**src/core/crfr_pkg.sv**
```systemverilog
// Purpose: constants and types for the receiver flag and status register block
// Assumes: AXI4-Lite slave, 32-bit data, one aligned word per register
// Notes: flags are write-one-to-clear; state fields are read-only
// Behaviour
// - while init request and acknowledge are both high, flags held at reset.
// - flags writable again once init request and acknowledge have both returned low.
// - outside init, writing one clears a flag, writing zero leaves it.
// - receiver and transmitter state fields are read-only to writes.
// - state fields keep tracking bus state during init mode.
// - bus activity in sleep with wake enabled sets wake flag, bit 7.
// - a change of counter-derived bus status sets status-change flag, bit 6.
// - while status-change flag is set, state fields stay frozen.
// - receiver field bits 5:4: <=96, <=127, >127, bus-off codes 00..11.
// - transmitter field bits 3:2: <=96, <=127, <=255, >255 codes 00..11.
// - a receive data overrun sets overrun flag, bit 1.
// - a correct message shifted into foreground buffer sets receive-full, bit 0.
// - no foreground shift while receive-full flag is set.
// - each unmasked set flag holds its wake, error or receive interrupt.
// - bus-off forces receiver to bus-off; leaving it sends receiver to error-free.
// - a clear write loses while the setting condition still holds.
package crfr_pkg;

  localparam logic [7:0] OFS_FLAGS = 8'h00;
  localparam logic [7:0] OFS_MASK = 8'h04;
  localparam logic [7:0] OFS_CTRL = 8'h08;

  localparam int BIT_WAKE = 7;
  localparam int BIT_CSC = 6;
  localparam int BIT_RECEIVER_STATE_FIELD = 4;
  localparam int BIT_TRANSMITTER_STATE_FIELD = 2;
  localparam int BIT_OVR = 1;
  localparam int BIT_RXF = 0;
  localparam int BIT_INITREQ = 0;
  localparam int BIT_WAKEEN = 1;

  localparam logic [7:0] RST_MASK = 8'h00;
  localparam logic [1:0] RST_STATE = 2'h0;

  localparam logic [8:0] LIM_WARN = 9'h060;
  localparam logic [8:0] LIM_ERR = 9'h07f;
  localparam logic [8:0] LIM_BUSOFF = 9'h0ff;

  localparam logic [1:0] ST_OK = 2'h0;
  localparam logic [1:0] ST_WARN = 2'h1;
  localparam logic [1:0] ST_ERR = 2'h2;
  localparam logic [1:0] ST_BUSOFF = 2'h3;

  localparam logic [1:0] RESP_OKAY = 2'h0;
  localparam logic [1:0] RESP_SLVERR = 2'h2;

  typedef enum logic [1:0] {
    REG_FLAGS,
    REG_MASK,
    REG_CTRL,
    REG_NONE
  } crfr_reg_t;

  typedef struct packed {
    logic [8:0] transmit_error_count;
    logic [7:0] receive_error_count;
  } crfr_counts_t;

  typedef struct packed {
    logic wakeIrq;
    logic errorIrq;
    logic receiveIrq;
  } crfr_irqs_t;

  typedef struct packed {
    logic wakeFlag;
    logic busStatusChangeFlag;
    logic [1:0] receiverStateField;
    logic [1:0] transmitterStateField;
    logic overrunFlag;
    logic receiveFullFlag;
    logic [7:0] mask;
    logic initRequest;
    logic wakeEnable;
    logic [2:0] rxSync;
    logic canLevel;
    logic shiftGrant;
    logic awready;
    logic wready;
    logic awHave;
    logic wHave;
    logic [7:0] awAddr;
    logic [7:0] wData;
    logic wByte;
    logic bvalid;
    logic [1:0] bresp;
    logic arready;
    logic rvalid;
    logic [31:0] rdata;
    logic [1:0] rresp;
    logic irq;
    crfr_irqs_t irqs;
  } crfr_state_t;

endpackage

```
**src/core/crfr_top.sv**
```systemverilog
// Purpose: receiver flag register, state fields, interrupt and foreground gating
// Assumes: error counters, fifo and sleep logic live in the controller outside
// Notes: all state is one struct, one comb fill and one clocked register
//
// Our own choices: the address map and the AXI4-Lite slave port.
`timescale 1ns/1ps
`default_nettype none
module crfr_top
  import crfr_pkg::*;
(
  input wire logic clock,
  input wire logic rst,
  input wire logic [7:0] s_axi_awaddr,
  input wire logic s_axi_awvalid,
  output logic s_axi_awready,
  input wire logic [31:0] s_axi_wdata,
  input wire logic [3:0] s_axi_wstrb,
  input wire logic s_axi_wvalid,
  output logic s_axi_wready,
  output logic [1:0] s_axi_bresp,
  output logic s_axi_bvalid,
  input wire logic s_axi_bready,
  input wire logic [7:0] s_axi_araddr,
  input wire logic s_axi_arvalid,
  output logic s_axi_arready,
  output logic [31:0] s_axi_rdata,
  output logic [1:0] s_axi_rresp,
  output logic s_axi_rvalid,
  input wire logic s_axi_rready,
  input wire logic initAcknowledge,
  input wire logic sleepMode,
  input wire logic canRx,
  input wire crfr_pkg::crfr_counts_t errorCounts,
  input wire logic overrunEvent,
  input wire logic shiftRequest,
  output logic shiftGrant,
  output logic initRequest,
  output logic wakeEnable,
  output logic irq,
  output crfr_pkg::crfr_irqs_t irqs
);
  import crfr_pkg::*;

  crfr_state_t state;
  crfr_state_t next_state;

  function automatic crfr_reg_t decodeReg(input logic [7:0] addr);
    case (addr)
      OFS_FLAGS: decodeReg = REG_FLAGS;
      OFS_MASK: decodeReg = REG_MASK;
      OFS_CTRL: decodeReg = REG_CTRL;
      default: decodeReg = REG_NONE;
    endcase
  endfunction

  // sensitivity 01 watches bus-off only, 10 adds error level, 11 all changes
  function automatic logic sensitive(input logic [1:0] level, input logic [1:0] oldSt,
                                     input logic [1:0] newSt);
    logic offEdge;
    logic errEdge;
    offEdge = (oldSt == ST_BUSOFF) != (newSt == ST_BUSOFF);
    errEdge = (oldSt >= ST_ERR) != (newSt >= ST_ERR);
    case (level)
      2'h0: sensitive = 1'b0;
      2'h1: sensitive = offEdge;
      2'h2: sensitive = offEdge | errEdge;
      default: sensitive = oldSt != newSt;
    endcase
  endfunction

  logic initActive;
  logic [1:0] txCalc;
  logic [1:0] rxCalc;
  logic stateMoved;
  logic cscSet;
  logic wakeSet;
  logic rxfSet;
  logic doWrite;
  logic [7:0] clr;
  crfr_reg_t wReg;
  crfr_reg_t rReg;
  logic [7:0] flagByte;

  always_comb begin
    next_state = state;
    initActive = state.initRequest & initAcknowledge;
    flagByte = {state.wakeFlag, state.busStatusChangeFlag, state.receiverStateField,
                state.transmitterStateField, state.overrunFlag, state.receiveFullFlag};

    // pin synchroniser, level accepted once stages two and three agree
    next_state.rxSync = {state.rxSync[1:0], canRx};
    if (state.rxSync[1] == state.rxSync[2]) begin
      next_state.canLevel = state.rxSync[2];
    end

    // counter-derived bus state
    if (errorCounts.transmit_error_count > LIM_BUSOFF) begin
      txCalc = ST_BUSOFF;
    end else if (errorCounts.transmit_error_count > LIM_ERR) begin
      txCalc = ST_ERR;
    end else if (errorCounts.transmit_error_count > LIM_WARN) begin
      txCalc = ST_WARN;
    end else begin
      txCalc = ST_OK;
    end
    if (txCalc == ST_BUSOFF) begin
      rxCalc = ST_BUSOFF;
    end else if (state.transmitterStateField == ST_BUSOFF) begin
      rxCalc = ST_OK;
    end else if ({1'b0, errorCounts.receive_error_count} > LIM_ERR) begin
      rxCalc = ST_ERR;
    end else if ({1'b0, errorCounts.receive_error_count} > LIM_WARN) begin
      rxCalc = ST_WARN;
    end else begin
      rxCalc = ST_OK;
    end

    stateMoved = (rxCalc != state.receiverStateField) ||
                 (txCalc != state.transmitterStateField);
    cscSet = 1'b0;
    // fields stay frozen while a status-change is pending
    if (!state.busStatusChangeFlag && stateMoved) begin
      next_state.receiverStateField = rxCalc;
      next_state.transmitterStateField = txCalc;
      cscSet = !initActive &&
               (sensitive(state.mask[5:4], state.receiverStateField, rxCalc) ||
                sensitive(state.mask[3:2], state.transmitterStateField, txCalc));
    end

    wakeSet = sleepMode & state.wakeEnable & ~state.canLevel;
    rxfSet = state.shiftGrant;

    // one grant per free foreground buffer
    next_state.shiftGrant = shiftRequest & ~state.receiveFullFlag & ~state.shiftGrant &
                            ~initActive;

    // write channel: address and data taken in either order
    if (s_axi_awvalid && state.awready) begin
      next_state.awHave = 1'b1;
      next_state.awAddr = s_axi_awaddr;
    end
    if (s_axi_wvalid && state.wready) begin
      next_state.wHave = 1'b1;
      next_state.wData = s_axi_wdata[7:0];
      next_state.wByte = s_axi_wstrb[0];
    end
    doWrite = state.awHave && state.wHave && !state.bvalid;
    wReg = decodeReg(state.awAddr);
    clr = 8'h00;
    if (doWrite) begin
      next_state.awHave = 1'b0;
      next_state.wHave = 1'b0;
      next_state.bvalid = 1'b1;
      next_state.bresp = (wReg == REG_NONE) ? RESP_SLVERR : RESP_OKAY;
      if (state.wByte) begin
        case (wReg)
          // clears are ignored until request and acknowledge have both dropped
          REG_FLAGS: clr = (state.initRequest || initAcknowledge) ? 8'h00 : state.wData;
          REG_MASK: next_state.mask = state.wData;
          REG_CTRL: begin
            next_state.initRequest = state.wData[BIT_INITREQ];
            next_state.wakeEnable = state.wData[BIT_WAKEEN];
          end
          default: clr = 8'h00;
        endcase
      end
    end
    if (state.bvalid && s_axi_bready) begin
      next_state.bvalid = 1'b0;
    end
    next_state.awready = !next_state.awHave && !next_state.bvalid;
    next_state.wready = !next_state.wHave && !next_state.bvalid;

    // set wins over clear; a still-present cause keeps the flag
    // state bits are not in the clear path
    next_state.wakeFlag = wakeSet | (state.wakeFlag & ~clr[BIT_WAKE]);
    next_state.busStatusChangeFlag = cscSet | (state.busStatusChangeFlag & ~clr[BIT_CSC]);
    next_state.overrunFlag = overrunEvent | (state.overrunFlag & ~clr[BIT_OVR]);
    next_state.receiveFullFlag = rxfSet | (state.receiveFullFlag & ~clr[BIT_RXF]);

    if (initActive) begin
      next_state.wakeFlag = 1'b0;
      next_state.busStatusChangeFlag = 1'b0;
      next_state.overrunFlag = 1'b0;
      next_state.receiveFullFlag = 1'b0;
      next_state.mask = RST_MASK;
    end

    // read channel
    rReg = decodeReg(s_axi_araddr);
    if (s_axi_arvalid && state.arready) begin
      next_state.arready = 1'b0;
      next_state.rvalid = 1'b1;
      next_state.rresp = (rReg == REG_NONE) ? RESP_SLVERR : RESP_OKAY;
      case (rReg)
        REG_FLAGS: next_state.rdata = {24'h000000, flagByte};
        REG_MASK: next_state.rdata = {24'h000000, state.mask};
        REG_CTRL: next_state.rdata = {29'h00000000, initAcknowledge, state.wakeEnable,
                                      state.initRequest};
        default: next_state.rdata = 32'h00000000;
      endcase
    end
    if (state.rvalid && s_axi_rready) begin
      next_state.rvalid = 1'b0;
      next_state.arready = 1'b1;
    end

    // interrupt level follows the registered flags and mask
    next_state.irqs.wakeIrq = next_state.wakeFlag & next_state.mask[BIT_WAKE];
    next_state.irqs.errorIrq = (next_state.busStatusChangeFlag & next_state.mask[BIT_CSC]) |
                               (next_state.overrunFlag & next_state.mask[BIT_OVR]);
    next_state.irqs.receiveIrq = next_state.receiveFullFlag & next_state.mask[BIT_RXF];
    next_state.irq = next_state.irqs.wakeIrq | next_state.irqs.errorIrq |
                     next_state.irqs.receiveIrq;
  end

  always_ff @(posedge clock or posedge rst) begin
    if (rst) begin
      state <= '0;
      state.mask <= RST_MASK;
      state.receiverStateField <= RST_STATE;
      state.transmitterStateField <= RST_STATE;
      state.rxSync <= 3'h7;
      state.canLevel <= 1'b1;
      state.awready <= 1'b1;
      state.wready <= 1'b1;
      state.arready <= 1'b1;
    end else begin
      state <= next_state;
    end
  end

  assign s_axi_awready = state.awready;
  assign s_axi_wready = state.wready;
  assign s_axi_bvalid = state.bvalid;
  assign s_axi_bresp = state.bresp;
  assign s_axi_arready = state.arready;
  assign s_axi_rvalid = state.rvalid;
  assign s_axi_rdata = state.rdata;
  assign s_axi_rresp = state.rresp;
  assign shiftGrant = state.shiftGrant;
  assign initRequest = state.initRequest;
  assign wakeEnable = state.wakeEnable;
  assign irq = state.irq;
  assign irqs = state.irqs;

endmodule
`default_nettype wire

```
**config.mk**
```make
export PLATFORM = sky130hd
export DESIGN_NAME = crfr_top
export DESIGN_NICKNAME = d
export VERILOG_FILES = /design/src/core/crfr_pkg.sv /design/src/core/crfr_top.sv
export SDC_FILE = /design/constraint.sdc
export NUM_CORES = 1
export LEC_CHECK = 0
export BUFFER_PORTS_ARGS = -buffer_cell sky130_fd_sc_hd__buf_2
export CELL_PAD_IN_SITES_DETAIL_PLACEMENT = 1
export CELL_PAD_IN_SITES_GLOBAL_PLACEMENT = 1
export CORE_ASPECT_RATIO = 0.7
export CORE_MARGIN = 4
export CORE_UTILIZATION = 36
export CTS_BUF_LIST = sky130_fd_sc_hd__clkbuf_16
export DETAILED_ROUTE_END_ITERATION = 7
export GPL_TIMING_DRIVEN = 1
export PLACE_DENSITY = 0.87
export SETUP_SLACK_MARGIN = 0.05
export SLEW_MARGIN = 20
export SYNTH_ARGS = -nofsm -noshare
export SYNTH_HDL_FRONTEND = slang
export SYNTH_SLANG_ARGS = --single-unit
```
**constraint.sdc**
```tcl
create_clock -name clock -period 2.4 [get_ports clock]
set_clock_uncertainty 0.2 [all_clocks]
set_input_delay 0.24 -clock clock [delete_from_list [all_inputs] [get_ports clock]]
set_output_delay 0.24 -clock clock [all_outputs]
set_load 0.01 [all_outputs]
```
==> results.sh <==
export IMPL_placed_cell_area_sq_mm=0.00339
export IMPL_syn_cell_area_sq_mm=0.00307
export IMPL_layout_drive_gt1_share_pct=32.5
export IMPL_avgSynthCellArea_sq_um=10.6
export IMPL_post_synth_top_count_cell="dfrtp_1"
export IMPL_worst_slack_ns=0.166
export IMPL_post_place_cells=449
export IMPL_drv_cap=0
export IMPL_drt_iter0_markers=79
export IMPL_tns_ns=0
export IMPL_synth_top_cells_by_count="54 x dfrtp_1, 40 x buf_4, 24 x nor2_1"
export IMPL_drt_met1_wl_mm=3.72
export IMPL_worst_pin_slew_ns=0.611
export IMPL_clock_sinks=61
export IMPL_cts_tree="built"
export IMPL_setup_viol=0
export IMPL_synth_edff_count=0
export IMPL_criticalPathCategory="reg2reg"
export IMPL_coreArea_sq_mm=0.00807
export IMPL_cp_required_ns=2.39
export IMPL_finalInstanceArea_sq_mm=0.00395
export IMPL_port_buffers=75
export IMPL_syn2layout_area_growth_pct=28.4
export IMPL_grt_pass1_wl_mm=13.6
export IMPL_yosysUniqueCellTypes=45
export IMPL_yosysTopAreaCell="dfrtp_1"
export IMPL_dr_wl_met3_um=416
export IMPL_wl_per_cell_um=17.2
export IMPL_synth_flop_cell="dfrtp_1"
export IMPL_ys_ff_latch=61
export IMPL_slew_violations=0
export IMPL_crit_fanout=7
export IMPL_wl_met2_mm=4.12
export IMPL_cts_htree_levels=3
export IMPL_max_clock_path_buffers=2
export IMPL_finalHoldWorstSlack_ns=-0.00110
export IMPL_gp_congestion=0.771
export IMPL_crit_chain="a21bo_2 -> or3_1 -> o21ai_0 -> a21oi_1 -> a221oi_2 -> o211ai_1"
export IMPL_die_height_um=85.3
export IMPL_grt_pass1_vias=2688
export IMPL_rsz0062_at_grt="no"
export IMPL_status="finished, violations left"
export IMPL_dpl_worst_slack_ns=0.178
export IMPL_worstPathArrival_ns=2.22
export IMPL_hold_viol_final=1
export IMPL_io_pins=129
export IMPL_synthTopCellsByArea="dfrtp_1 44%, buf_4 9.8%, mux2_2 7.0%"
export IMPL_synth_top_area_share_pct=44.0
export IMPL_dp_hpwl_mm=6.20
export IMPL_p_leak_nw=1.91
export IMPL_clk_pin_slew_ns=0.05
export IMPL_critPathMaxStageDelay_ns=0.44
export IMPL_clk_latency_ns=0.33
export IMPL_fin_nets=464
export IMPL_final_cells=489
export IMPL_netlist_instances=290
export IMPL_die_area_sq_mm=0.0101
export IMPL_violations="hold timing"
export IMPL_slowest_stage="dfrtp_1"
export IMPL_drt_wl_total_mm=8.39
export IMPL_async_reset_ff_share_pct=100
export IMPL_slew_limit_headroom_pct=59.2
export IMPL_cp_start_kind="flop"
export IMPL_grt_overflow_total=0
export IMPL_drtPass1Iterations=4
export IMPL_synth_seq_area_share_pct=49.9
export IMPL_initial_utilization_pct=38.1
export IMPL_drt_drc_violations_left=0
export IMPL_vdd_ir_drop_worst_v=0.000530
export IMPL_finalCriticalPeriod_ns=2.23
export IMPL_die_w_um=118
export IMPL_diodes=0
export IMPL_drt_vias_per_instance=4.96
export IMPL_vias=2427
export IMPL_p_per_area_mw_per_mm2=1010
export IMPL_ant_nets=0
export IMPL_post_cts_setup_buffers=0
export IMPL_finalCritPeriodShare_pct=93.1
export IMPL_hp_class="in2reg"
export IMPL_grt_total_usage_pct=17.0
export IMPL_grt_max_degree=41
export IMPL_cts_root_buf="clkbuf_16"
export IMPL_clock_fmax_mhz=448
export IMPL_ys_warn_count=0
export IMPL_rows=27
export IMPL_cp_end_kind="flop"
export IMPL_maxUsedRoutingLayer="met4"
export IMPL_utilization_pct=48.9
export IMPL_cts_buffers=9
export IMPL_antenna_found_initial=0
-- power breakdown --
group | internal [mW] | total (mW) | leakage [nW] | switching (mW)
registers | 1.36 | 1.67 | 0.690 | 0.312
logic | 0.483 | 1.00 | 1.06 | 0.521
clock network | 0.892 | 1.33 | 0.153 | 0.436
-- path summary, 6_finish.rpt --
kind | start | slack (ns) | cells past startpoint | to
min in group asynchronous | rst | 0.29 | 3 | s_axi_bvalid
setup / recovery | flagByte[3] | 0.17 | 6 | irq
hold reg to reg | next_state[67] | 0.16 | 0 | next_state[68]
setup reg to reg | flagByte[3] | 0.17 | 6 | irq
hold / removal | s_axi_wvalid | -0.001 | 3 | state[60]
max in group asynchronous | rst | 1.07 | 4 | state[65]
-- cells by family after synthesis --
kind of cell,Yosys count,synth area share (%)
xor gates and xnor gates,1,0.285
other,1,0.122
muxes,38,13.1
DFF,61,49.9
AOI/OAI and AO/OA,47,9.93
adders and majority gates,1,0.326
buffers and inverters,53,11.4
and+or+nand+nor,88,14.9
-- per-layer routing --
layer  GRT usage [%]  vias to the layer above
met5               0                        -
met4            5.47                        0
met3            5.00                       15
met2            29.1                       77
met1            20.8                     1199
li1                -                     1136
-- critical path: cells and delay by family (launching register included) --
kind | cells | cell delay (ns)
flops | 1 | 0.44
compound gates | 5 | 1.13
simple gates | 1 | 0.32
-- flip-flops by register name (all words and copies together) (netlist names) --
name / count
s_axi_wready: 1
wakeEnable: 1
next_state: 2
s_axi_bresp: 1
flagByte: 8
irq: 1
s_axi_rvalid: 1
s_axi_awready: 1
state: 29
shiftGrant: 1
initRequest: 1
s_axi_arready: 1
s_axi_bvalid: 1
s_axi_rdata: 8
irqs: 3
s_axi_rresp: 1
-- layout make-up --
type                            instances  area (sq um)
Fill cell                             899          4130
Sequential cell                        61          1540
Multi-Input combinational cell        201          1290
Timing Repair Buffer                  103           658
Clock buffer                            9           225
Tap cell                              101           126
Clock inverter                          7          82.6
Inverter                                7          26.3
-- through the flow --
step / hold WS, ns / total power [mW]
CTS: 0.00280 / 4.01
detailed placement: 0.0922 / 2.62
global route: 0.0177 / 4.23
global placement: 0.0933 / 2.51
finish: -0.00110 / 4.00
floorplan: 0.0445 / 2.31
-- layout by cell type (no fill, tap or decap), types with 3 or more instances in the layout --
cell,Yosys,final
a21oi_1,11,11
a22o_1,3,3
and2_1,3,3
and3b_1,4,4
buf_2,0,75
buf_4,40,3
clkbuf_16,0,9
conb_1,1,26
dfrtp_1,54,54
dfstp_2,7,7
dlygate4sd3_1,0,24
inv_1,7,8
mux2_2,19,19
mux2i_1,19,19
nand2_1,22,22
nor2_1,24,24
nor2b_1,4,4
nor3_1,8,8
nor4_1,5,5
o21ai_0,17,17
o22ai_1,4,4
or2_2,3,3
-- what timing repair did --
action | in CTS | in global routing
gates resized for setup | 0 | 1
hold buffers | 24 | 0
endpoints found under the hold margin | 40 | 0
setup endpoints to repair | 0 | 1
No activity file was read; power rests on OpenSTA's default activity.
